==> src/rtl/insn_decoder_defines.svh <==
// Constants and field layout for the instruction word decoder.
//
// Contract
// - Every instruction is one 14-bit word of an opcode field plus operand fields.
// - Each word is classed as byte-oriented, bit-oriented or literal and control.
// - A byte-oriented operation reads or modifies the register named by its file field.
// - The file address field spans register locations 0x00 through 0x7F.
// - Destination bit 0 sends the result to the accumulator, 1 back to the file register.
// - A bit-oriented operation picks one bit of an 8-bit register by its bit select field.
// - A bit-oriented operation names the register holding that bit by its file field.
// - A literal or control operation carries an eight or eleven bit constant.
// - Don't-care bits do not change how a word decodes.
// - An instruction takes one cycle unless a test succeeds or the counter is changed; a bit-oriented op on the low counter byte takes one cycle here.
// - A taken test or counter change takes two cycles, the second one a no-operation.
// - Each instruction cycle is four consecutive oscillator periods.
`ifndef INSN_DECODER_DEFINES_SVH
`define INSN_DECODER_DEFINES_SVH

`define IW_WIDTH      14
`define IW_GROUP_HI   13
`define IW_GROUP_LO   12
`define IW_OP4_HI     11
`define IW_OP4_LO     8
`define IW_BIT_HI     9
`define IW_BIT_LO     7
`define IW_DEST_BIT   7
`define IW_FILE_HI    6
`define IW_FILE_LO    0
`define IW_K8_HI      7
`define IW_K11_HI     10
`define IW_CALLGOTO   11
`define FILE_MAX      7'h7F
`define PHASES        3'h4
`define PHASE_LAST    2'h3
`define PHASE_FIRST   2'h0
`define GRP_BYTE      2'h0
`define GRP_BIT       2'h1
`define GRP_CTL_JMP   2'h2
`define GRP_LIT       2'h3
`define BIT_BTFSC     2'h2
`define BIT_BTFSS     2'h3
`define OP_DECFSZ     4'hB
`define OP_INCFSZ     4'hF
`define OP_MISC       4'h0
`define NOP_WORD      14'h0000
`define RET_WORD      14'h0008
`define RETFIE_WORD   14'h0009
`define RETLW_OP      2'h1
`define RET_LOW       4'h8
`define RETFIE_LOW    4'h9
`define PCL_ADDR      7'h02

`endif

==> src/rtl/insn_decoder_pkg.sv <==
// Types shared by the instruction word decoder modules.
package insn_decoder_pkg;
  typedef enum logic [1:0] {
    CLASS_BYTE    = 2'h0,
    CLASS_BIT     = 2'h1,
    CLASS_LITERAL = 2'h2
  } insn_class_t;

  typedef enum logic [1:0] {
    SEQ_RUN   = 2'h0,
    SEQ_FLUSH = 2'h1
  } seq_state_t;

  typedef struct packed {
    logic [1:0] phase;
  } phase_state_t;
endpackage

==> src/rtl/insn_decode_if.sv <==
// Decoded instruction fields passed from the field decoder to the sequencer.
`timescale 1ns/100ps
`default_nettype none
interface insn_decode_if;
  import insn_decoder_pkg::*;
  insn_class_t  insn_class;
  logic [6:0]   file_addr;
  logic         dest_file;
  logic [2:0]   bit_sel;
  logic [10:0]  literal;
  logic         lit_wide;
  logic         is_skip_test;
  logic         is_branch;
  logic         writes_pc;

  modport source (output insn_class, file_addr, dest_file, bit_sel, literal, lit_wide,
                  is_skip_test, is_branch, writes_pc);
  modport sink   (input insn_class, file_addr, dest_file, bit_sel, literal, lit_wide,
                  is_skip_test, is_branch, writes_pc);
endinterface
`default_nettype wire

==> src/rtl/insn_field_decode.sv <==
// Combinational split of a 14-bit instruction word into class and operand fields.
`timescale 1ns/100ps
`default_nettype none
`include "insn_decoder_defines.svh"
module insn_field_decode
  import insn_decoder_pkg::*;
(
  input  wire logic [13:0] word,
  insn_decode_if.source    dec
);
  logic [1:0] grp;
  logic [3:0] op4;

  assign grp = word[`IW_GROUP_HI:`IW_GROUP_LO];
  assign op4 = word[`IW_OP4_HI:`IW_OP4_LO];

  always_comb begin
    dec.file_addr    = word[`IW_FILE_HI:`IW_FILE_LO];
    dec.dest_file    = word[`IW_DEST_BIT];
    dec.bit_sel      = word[`IW_BIT_HI:`IW_BIT_LO];
    dec.literal      = word[`IW_K11_HI:0];
    dec.lit_wide     = 1'b0;
    dec.is_skip_test = 1'b0;
    dec.is_branch    = 1'b0;
    dec.writes_pc    = 1'b0;
    if (grp == `GRP_BYTE) begin
      dec.insn_class   = CLASS_BYTE;
      dec.is_skip_test = (op4 == `OP_DECFSZ) || (op4 == `OP_INCFSZ);
      // Any byte op that stores back into the low counter byte moves the program counter.
      dec.writes_pc    = word[`IW_DEST_BIT] && (word[`IW_FILE_HI:`IW_FILE_LO] == `PCL_ADDR);
      // Returns sit in the byte group and decode only with bits 11:4 all zero; bits 3:0 pick return or retfie.
      if (op4 == `OP_MISC && !word[`IW_DEST_BIT]) begin
        dec.is_branch = (word[3:0] == `RET_LOW) || (word[3:0] == `RETFIE_LOW);
        if (word[6:4] != 3'h0) dec.is_branch = 1'b0;
      end
    end else if (grp == `GRP_BIT) begin
      dec.insn_class   = CLASS_BIT;
      dec.is_skip_test = (word[`IW_OP4_HI:`IW_OP4_HI-1] == `BIT_BTFSC) ||
                         (word[`IW_OP4_HI:`IW_OP4_HI-1] == `BIT_BTFSS);
    end else begin
      dec.insn_class = CLASS_LITERAL;
      if (grp == `GRP_CTL_JMP) begin
        dec.lit_wide  = 1'b1;
        dec.is_branch = 1'b1;
      end else begin
        dec.literal   = {3'h0, word[`IW_K8_HI:0]};
        // Return-with-literal ignores its low opcode bits.
        dec.is_branch = (word[`IW_OP4_HI:`IW_OP4_HI-1] == `RETLW_OP);
      end
    end
  end
endmodule
`default_nettype wire

==> src/rtl/insn_phase_counter.sv <==
// Divides the oscillator clock into four-phase instruction cycles.
`timescale 1ns/100ps
`default_nettype none
`include "insn_decoder_defines.svh"
module insn_phase_counter
  import insn_decoder_pkg::*;
(
  input  wire logic       core_clk,
  input  wire logic       sys_rst,
  output logic [1:0]      phase,
  output logic            cycle_end
);
  phase_state_t state;
  phase_state_t next_state;

  always_comb begin
    next_state       = state;
    next_state.phase = state.phase + 2'h1;
  end

  always_ff @(posedge core_clk) begin
    if (sys_rst) state <= '{phase: `PHASE_FIRST};
    else state <= next_state;
  end

  assign phase     = state.phase;
  assign cycle_end = (state.phase == `PHASE_LAST);
endmodule
`default_nettype wire

==> src/rtl/instruction_word_decoder.sv <==
// Top of the instruction word decoder: latches words per cycle and sequences flush cycles.
`timescale 1ns/100ps
`default_nettype none
`include "insn_decoder_defines.svh"
module instruction_word_decoder
  import insn_decoder_pkg::*;
(
  input  wire logic        core_clk,
  input  wire logic        sys_rst,
  input  wire logic [13:0] fetch_word,
  input  wire logic        test_true,
  output logic             fetch_take,
  output logic             cycle_start,
  output logic [1:0]       osc_phase,
  output logic             exec_valid,
  output logic             exec_nop,
  output logic [1:0]       exec_class,
  output logic [6:0]       exec_file_addr,
  output logic             exec_dest_file,
  output logic [2:0]       exec_bit_sel,
  output logic [10:0]      exec_literal,
  output logic             exec_lit_wide,
  output logic             exec_branch
);
  typedef struct packed {
    seq_state_t  seq;
    logic        valid;
    logic        nop;
    logic [1:0]  cls;
    logic [6:0]  file_addr;
    logic        dest_file;
    logic [2:0]  bit_sel;
    logic [10:0] literal;
    logic        lit_wide;
    logic        branch;
    logic        skip_test;
  } top_state_t;

  top_state_t state;
  top_state_t next_state;
  logic [1:0] phase;
  logic       cycle_end;
  logic       flush_due;

  insn_decode_if dec ();

  insn_phase_counter u_phase (
    .core_clk  (core_clk),
    .sys_rst   (sys_rst),
    .phase     (phase),
    .cycle_end (cycle_end)
  );

  insn_field_decode u_fields (
    .word (fetch_word),
    .dec  (dec)
  );

  // A second cycle is owed when the current instruction branched or its test succeeded.
  assign flush_due = state.valid && !state.nop &&
                     (state.branch || (state.skip_test && test_true));

  always_comb begin
    next_state = state;
    if (cycle_end) begin
      case (state.seq)
        SEQ_RUN: begin
          if (flush_due) begin
            next_state.seq   = SEQ_FLUSH;
            next_state.valid = 1'b1;
            next_state.nop   = 1'b1;
            next_state.branch    = 1'b0;
            next_state.skip_test = 1'b0;
          end else begin
            next_state.valid     = 1'b1;
            next_state.nop       = 1'b0;
            next_state.cls       = dec.insn_class;
            next_state.file_addr = dec.file_addr;
            next_state.dest_file = dec.dest_file;
            next_state.bit_sel   = dec.bit_sel;
            next_state.literal   = dec.literal;
            next_state.lit_wide  = dec.lit_wide;
            next_state.branch    = dec.is_branch || dec.writes_pc;
            next_state.skip_test = dec.is_skip_test;
          end
        end
        SEQ_FLUSH: begin
          next_state.seq       = SEQ_RUN;
          next_state.nop       = 1'b0;
          next_state.cls       = dec.insn_class;
          next_state.file_addr = dec.file_addr;
          next_state.dest_file = dec.dest_file;
          next_state.bit_sel   = dec.bit_sel;
          next_state.literal   = dec.literal;
          next_state.lit_wide  = dec.lit_wide;
          next_state.branch    = dec.is_branch || dec.writes_pc;
          next_state.skip_test = dec.is_skip_test;
        end
        default: next_state.seq = SEQ_RUN;
      endcase
    end
  end

  always_ff @(posedge core_clk) begin
    if (sys_rst) state <= '0;
    else state <= next_state;
  end

  assign fetch_take     = cycle_end && !(state.seq == SEQ_RUN && flush_due);
  assign cycle_start    = (phase == `PHASE_FIRST);
  assign osc_phase      = phase;
  assign exec_valid     = state.valid;
  assign exec_nop       = state.nop;
  assign exec_class     = state.cls;
  assign exec_file_addr = state.file_addr;
  assign exec_dest_file = state.dest_file;
  assign exec_bit_sel   = state.bit_sel;
  assign exec_literal   = state.literal;
  assign exec_lit_wide  = state.lit_wide;
  assign exec_branch    = state.branch;
endmodule
`default_nettype wire

==> config.mk <==
export PLATFORM = sky130hd
export DESIGN_NAME = instruction_word_decoder
export DESIGN_NICKNAME = d
export VERILOG_FILES = /design/src/rtl/insn_decoder_pkg.sv /design/src/rtl/insn_decode_if.sv /design/src/rtl/insn_field_decode.sv /design/src/rtl/insn_phase_counter.sv /design/src/rtl/instruction_word_decoder.sv
export VERILOG_INCLUDE_DIRS = /design/src /design/src/rtl
export SDC_FILE = /design/constraint.sdc
export NUM_CORES = 1
export LEC_CHECK = 0
export BUFFER_PORTS_ARGS = -buffer_cell sky130_fd_sc_hd__buf_2
export CAP_MARGIN = 20
export CORE_UTILIZATION = 49
export DETAILED_ROUTE_END_ITERATION = 12
export PLACE_DENSITY = 0.83
export SYNTH_ARGS = -nofsm -noshare
export SYNTH_HDL_FRONTEND = slang
export SYNTH_SLANG_ARGS = --single-unit
==> constraint.sdc <==
create_clock -name core_clk -period 5 [get_ports core_clk]
set_clock_uncertainty 0.2 [all_clocks]
set_input_delay 0.25 -clock core_clk [delete_from_list [all_inputs] [get_ports core_clk]]
set_output_delay 0.25 -clock core_clk [all_outputs]
set_load 0.02 [all_outputs]
# After elaboration in Yosys (flattened, before gate mapping)
# Cells that the tools add are included.
# W data, S select, Z words.
# word_totals
reg_bits	33
latch_bits	0
ram_bits	0
romBits	0
inputBits	17
elab_cells	74
memories	0
# classes
add_sub_neg	1
multipliers	0
n_div	0
n_lt_le_gt_ge	0
n_eq_ne	14
shift	0
muxes	22
bitwise_logic	0
n_reduce_logical	25
# op_table
cell	count
$pmux W28 S2	1
$mux W11	3
$mux W25	1
$eq A4 B4 Y1 const B	4
$mux W1	12
$mux W2	5
$eq A2 B2 Y1 const B	4
$eq A7 B2 Y1 const B	1
$logic_and A1 B1 Y1	7
$eq A2 B1 Y1 const B	3
$logic_not A2 Y1	3
$reduce_and A2 Y1	3
$logic_or A1 B1 Y1	5
$logic_not A4 Y1	1
$ne A2 B2 Y1 const B	2
$logic_not A1 Y1	3
$reduce_and A3 Y1	1
$reduce_bool A3 Y1	1
$add A2 B1 Y2 const B	1
$reduce_bool A2 Y1	1

# Logic depth before layout (Yosys ltp)
# Gate-level depths: netlist of run 1.
# logic_depth
word_depth	8
depth_mapped	6
ltp_nobuf	5

# Hierarchy
# From an unflattened synthesis of run 1, not the netlist that was laid out.
# unflattened
cells_unflattened	202
area_unflattened_um2	1746.7
# modules_own_cells
module	instances	cells_per_inst	area_each_um2	seq_area_each_um2
instruction_word_decoder	1	158	1420.1	600.6
insn_field_decode	1	39	264.0	0.0
insn_phase_counter	1	5	62.6	40.0

# Least setup slack after synthesis of run 1
# OpenSTA, ideal clock, no wires.
# synth_timing
path_type	flip-flop to flip-flop
start	register u_phase.state, in the netlist u_phase.phase[0]
end	register state[0] (netlist bit)
setup_ps	65
t_arrival_ps	1550
required_time_ps	4735
setup_slack_ps	3185
stages_incl_launch_ff	6
n_path_buf	0
cell_sequence	dfxtp_1 ha_1 inv_1 or4b_1 a2bb2oi_1 nor2_1
# synth_via
elab_chain_len	2
# synth_rtl
element	line	rtl
start, declared	insn_phase_counter.sv:13	phase_state_t state;
start signal, assigned	insn_phase_counter.sv:22	if (sys_rst) state <= '{phase: `PHASE_FIRST};
start signal, assigned	insn_phase_counter.sv:23	else state <= next_state;
$eq A2 B2 Y1 (no source line)	n/a	
$reduce_and A2 Y1 (no source line)	n/a	
end signal, assigned	instruction_word_decoder.sv:106	else state <= next_state;
end, declared	instruction_word_decoder.sv:39	top_state_t state;
# No other way between the ends.
# A chain may end at the register's enable or synchronous reset.

# Final worst setup path of run 1
# layout_timing
start	register state[29] (netlist bit)
end	output fetch_take
# layout_via
elab_chain_len	4
# layout_rtl
element	line	rtl
$logic_not A2 Y1	instruction_word_decoder.sv:109	assign fetch_take = cycle_end && !(state.seq == SEQ_RUN && flush_due);
$logic_and A1 B1 Y1	instruction_word_decoder.sv:109	
$logic_not A1 Y1	instruction_word_decoder.sv:109	
$logic_and A1 B1 Y1	instruction_word_decoder.sv:109	
end, declared	instruction_word_decoder.sv:12	output logic fetch_take,
# No other way between the ends.

==> results of run 1 <==
[cells in the mapped netlist]
master      n
o311ai_0    1
o21ai_0     3
inv_1       6
a21oi_1    21
nor2_1      3
buf_6       2
or4b_1      2
nor4bb_1    1
nand3_1     4
clkbuf_1    2
inv_2       1
nor2b_1     1
ha_1        2
nor4_1      2
buf_4      23
nand2_1    31
o41ai_4     1
nand3b_1    2
dfxtp_1    23
nand2b_1    1
a2bb2oi_1   1
or4_1       1
[tightest hold or removal path: cells and delay by family]
family,cells,cell delay (ns)
simple gates,1,0.06
compound gates,1,0.07
buf+inv,1,0.11
[per-stage QoR]
step	cell area (um^2)	hold WS, ns	instances	utilization, %
finish	1280	0.0175	194	62.9
global route	1280	0.00648	194	62.9
CTS	1280	0.00545	194	62.9
detailed placement	1180	0.246	182	57.6
global placement	1180	0.239	182	57.6
floorplan	1100	0.119	134	-
[registers in the layout (all words and copies together), names as in the netlist]
signal	count
exec_literal	4
state	2
exec_valid	1
exec_branch	1
exec_bit_sel	3
exec_file_addr	6
u_phase.phase	2
exec_lit_wide	1
exec_class	2
exec_nop	1
[area by class of cell]
| class | count | share of cell area, % |
|---|---|---|
| Timing Repair Buffer | 56 | 25.0 |
| Tap cell | 27 | 2.63 |
| Multi-Input combinational cell | 77 | 32.4 |
| Clock buffer | 3 | 1.75 |
| Sequential cell | 23 | 35.9 |
| Clock inverter | 1 | 0.390 |
| Inverter | 7 | 2.05 |
[routing by layer]
layer / GRT usage (%) / up-vias
li1: - / 489
met1: 24.0 / 427
met2: 32.2 / 44
met3: 3.09 / 6
met4: 11.9 / 0
met5: 0 / -
[logic make-up after synthesis]
group	after synthesis	synth area share [%]
flops	23	41.7
compound gates	27	14.9
simple gates	48	20.4
buf+inv	34	20.7
fa+ha+maj	2	2.26
[what timing repair did]
item                      4_1_cts  5_1_grt
resized for setup               0        0
buffers inserted                0        0
hold endpoints to repair        8        0
hold buffers                    8        0
[where the power goes]
group	total, mW	internal [mW]	switching [mW]
logic	0.0566	0.0221	0.0346
registers	0.193	0.189	0.00367
clock network	0.0838	0.0299	0.0538
[how the worst max path moves through the flow]
| stage | startpoint | slack (ns) | cells after the start | end |
|---|---|---|---|---|
| final | state[29]$_SDFFE_PP0P_ | 2.47 | 3 | fetch_take |
| after global routing | exec_valid$_SDFFE_PP0P_ | 2.30 | 4 | fetch_take |
| after CTS | state[29]$_SDFFE_PP0P_ | 2.47 | 3 | fetch_take |
| after detailed placement | state[29]$_SDFFE_PP0P_ | 2.83 | 3 | fetch_take |
| after global placement | state[29]$_SDFFE_PP0P_ | 2.86 | 3 | fetch_take |
| after floorplan | u_phase.phase[0]$_SDFF_PP0_ | 3.18 | 5 | state[0]$_SDFFE_PP0P_ |
==> results.cfg, run 1 <==
[cells_and_area]
diodes = 0
drive_gt1_share_pct = 32.3
fill_cells = 201
final_common_cell = buf_2
nets = 187
multi_input_area_um2 = 415
final_cell_mix = 48 x buf_2, 31 x nand2_1, 23 x dfxtp_1, 21 x a21oi_1, 8 x dlygate4sd3_1
syn2layout_area_growth_pct = 16.2
seq_area_um2 = 460

[timing]
rsz0062_at_grt = false
hold_viol = 0
fin_ws_ns = 2.47
timing.final.crit_share_pct = 50.5
setup_viol = 0
worstMarginPinSlew_ns = 0.865
slew_violations = 0
relSlewSlack_pct = 42.1
min_period_ns = 2.53
fmax_mhz = 396
fin_setup_tns_ns = 0

[placed_design]
dp_slack_ns = 2.83
io_buffers = 48
place_congestion = 0.791
place_hpwl_um = 1600

[critical_path]
worst_setup_path_end_kind = output pin
required_ns = 4.55
cp.arrival_ns = 2.08
worstReg2RegEnd = exec_file_addr[2]$_SDFFE_PP0P_
crit_type = flop to output pin
cp_top_family = compound AO/OA/AOI/OAI gates
path_buf_inv = 2
max_stage_delay_ns = 0.84
path_cells = o41ai_4, inv_2, buf_2
cpMaxStageDelayCell = o41ai_4
cp_max_fo = 18
cp-start-kind = flop
r2r-start = state[29]$_SDFFE_PP0P_
reg2regPathDepth = 4
rrSetupSlack_ns = 2.87

[clock_tree]
cts_buffer_depth = 2
clock-sinks = 23
clock_latency_ns = 0.31
clk_pin_slew_ns = 0.12
cts_tree = done
clockRootBuffer = clkbuf_4
htreeDepth = 1
numCtsBuffers = 3

[global_routing]
gr-total-overflow = 0
antenna_found_initial = 0
grt_pass1_wl_um = 3690
grt_pass1_vias = 886
grt_use_total_pct = 19.6
grt_start_max_net_pins = 24

[power_and_ir_drop]
power.leakage_nw = 0.592
p_per_area_mw_per_mm2 = 260
power_uw = 333
ir_worst_vdd_mv = 0.152

[detailed_routing]
dr.max_layer_used = met4
routed_via_density = 4.98
dr_total_vias = 966
avgRoutedWirePerCell_um = 11.6
drt_wl_total_um = 2250
post-route-drc-count = 0
drtAntennaViolNets = 0
first_pass_iters = 4
wl_met1_um = 978
drtIter0Drc = 22
dr_wl_met3_um = 148
wl_met2_um = 1060

[die]
io-pin-count = 49
die_y_um = 49.5
die_area_mm2 = 0.00245
die_w_um = 49.5
start_util_pct = 54.1
rows = 16
core-area_mm2 = 0.00204

[synthesis]
ys_warn_count = 0
synth_cell_types = 22
yosysSeqAreaShare_pct = 41.7
syn_area_mm2 = 0.00110
synth_area_leaders = dfxtp_1 42%, buf_4 16%, nand2_1 11%
synth_cells = 134
syn_area_per_cell_um2 = 8.24
yosysTopAreaCellShare_pct = 41.7
synth-seq-cells = 23
synth_area_leader_cell = dfxtp_1
syn_nets = 153

[run_status]
status = complete, no violations

[job]
max-cap-violations = 0

[min_path]
hold_path.class = input pin to flop
hold_start = fetch_word[10]
min_to = exec_literal[10]$_SDFFE_PP0P_
hold_path_depth = 3
Note: power is estimated with default switching activity, not from simulation.
==> run 2: changes to the inputs <==
CORE_UTILIZATION = 46   (was 49)
PLACE_DENSITY = 0.78   (was 0.83)
clock period = 2.5 ns   (was 5 ns; I/O delays follow)
==> results.cfg, run 2 (synthesis gave the netlist of run 1 again) <==
[placed_design]
place_hpwl_um = 1580
place_area_mm2 = 0.00118
place_congestion = 0.689
io_buffers = 48

[clock_tree]
ctsResizeCount = 0
clk_pin_slew_ns = 0.11
clockRootBuffer = clkbuf_4
clock-sinks = 23
cts_tree = done
cts_buffer_depth = 2
clock_latency_ns = 0.30
htreeDepth = 1
numCtsBuffers = 3

[power_and_ir_drop]
p_comb_share_pct = 18.3
ir_worst_vdd_mv = 0.349
power.leakage_nw = 0.623
p_per_area_mw_per_mm2 = 496
p_seq_share_pct = 57.1
p_sw_share_pct = 27.1
power.internal_uw = 493
power_uw = 676
clockPowerShare_pct = 24.6
power.switching_uw = 183

[critical_path]
cp.arrival_ns = 1.55
r2r-start = u_phase.phase[0]$_SDFF_PP0_
worstSetupStartpoint = u_phase.phase[0]$_SDFF_PP0_
required_ns = 2.17
crit_type = flop to output pin
cp_max_fo = 18
cp-start-kind = flop
worst_setup_path_end_kind = output pin

[global_routing]
gr-total-overflow = 0
antenna_found_initial = 0
grt_pass1_vias = 912
grt_pass1_wl_um = 3790
grt_start_max_net_pins = 24
grt_use_total_pct = 19.4

[job]
max-cap-violations = 0

[cells_and_area]
syn2layout_area_growth_pct = 23.2
diodes = 0
stdcell_area_mm2 = 0.00136
nets = 195
final_cell_mix = 48 x buf_2, 31 x nand2_1, 23 x dfxtp_1, 21 x a21oi_1, 15 x dlygate4sd3_1
largest_reg_flops = 6
drive_gt1_share_pct = 30.9
final_common_cell = buf_2

[die]
die_area_mm2 = 0.00260
io-pin-count = 49
rows = 17
die_y_um = 51.0
start_util_pct = 49.5
core-area_mm2 = 0.00223
die_w_um = 51.0

[timing]
timing.final.crit_share_pct = 74.8
setup_viol = 0
whs_ns = 0.263
fmax_mhz = 534
hold_viol = 0
fin_setup_tns_ns = 0
worstMarginPinSlew_ns = 0.378
slew_violations = 0
relSlewSlack_pct = 74.6
rsz0062_at_grt = false
min_period_ns = 1.87

[run_status]
status = complete, no violations

[detailed_routing]
first_pass_iters = 4
routed_via_density = 4.89
dr_total_vias = 993
post-route-drc-count = 0
drtAntennaViolNets = 0
drtIter0Drc = 24
drt_wl_total_um = 2360
avgRoutedWirePerCell_um = 11.6

[min_path]
hold_start = exec_bit_sel[1]$_SDFFE_PP0P_
hold_path.class = flop to flop
run 2: cell types whose count changed in the layout (fill, tap and decap cells not counted):
cell,change
clkinv_2,-1
buf_4,+1
dlygate4sd3_1,+7
clkbuf_1,+1
run 2: power groups by stage:
stage / clock network (mW) / registers [mW] / logic (mW)
5_1_grt: 0.187 / 0.387 / 0.135
2_1_floorplan: 0 / 0.399 / 0.0735
4_1_cts: 0.172 / 0.386 / 0.123
6_report: 0.167 / 0.386 / 0.124
3_5_place_dp: 0 / 0.394 / 0.104
3_3_place_gp: 0 / 0.393 / 0.103
run 2: routing by layer:
layer	global-route usage (%)	vias to the layer above	wire, um
met2	35.1	27	1260
met3	2.98	2	102
met1	22.4	460	983
li1	-	504	-
met4	8.33	0	14
met5	0	-	0
run 2: final timing paths:
path,end,slack [ns],cells after the start
worst min register to register,exec_bit_sel[1]$_SDFFE_PP0P_,0.26,2
worst max register to register,state[0]$_SDFFE_PP0P_,0.72,5
worst min-delay path,exec_bit_sel[1]$_SDFFE_PP0P_,0.26,2
worst max-delay path,fetch_take,0.63,4
run 2: metrics by stage:
step | instances | utilization (%) | worst slack [ns]
5_1_grt | 203 | 61.0 | 0.521
6_report | 203 | 61.0 | 0.629
3_5_place_dp | 184 | 53.1 | 0.724
3_3_place_gp | 184 | 53.1 | 0.805
4_1_cts | 203 | 61.0 | 0.610
2_1_floorplan | 134 | - | 0.685
run 2: repair_timing:
item,4_1_cts,5_1_grt
hold endpoints to repair,18,0
endpoints found under the setup margin,0,0
buffers inserted,0,0
hold buffers,15,0
run 2: area by class of cell:
type	count	area, um^2
multi-input combinational	77	415
timing repair buffer	64	398
fill	211	872
tap	28	35.0
sequential	23	460
clock buffer	4	26.3
inverter	7	26.3
run 2: worst max-delay path, cell delays in order, from the launching register on:
cell and delay, ns:
dfxtp_1 0.39, ha_1 0.27, o41ai_4 0.12, inv_2 0.24, buf_2 0.22
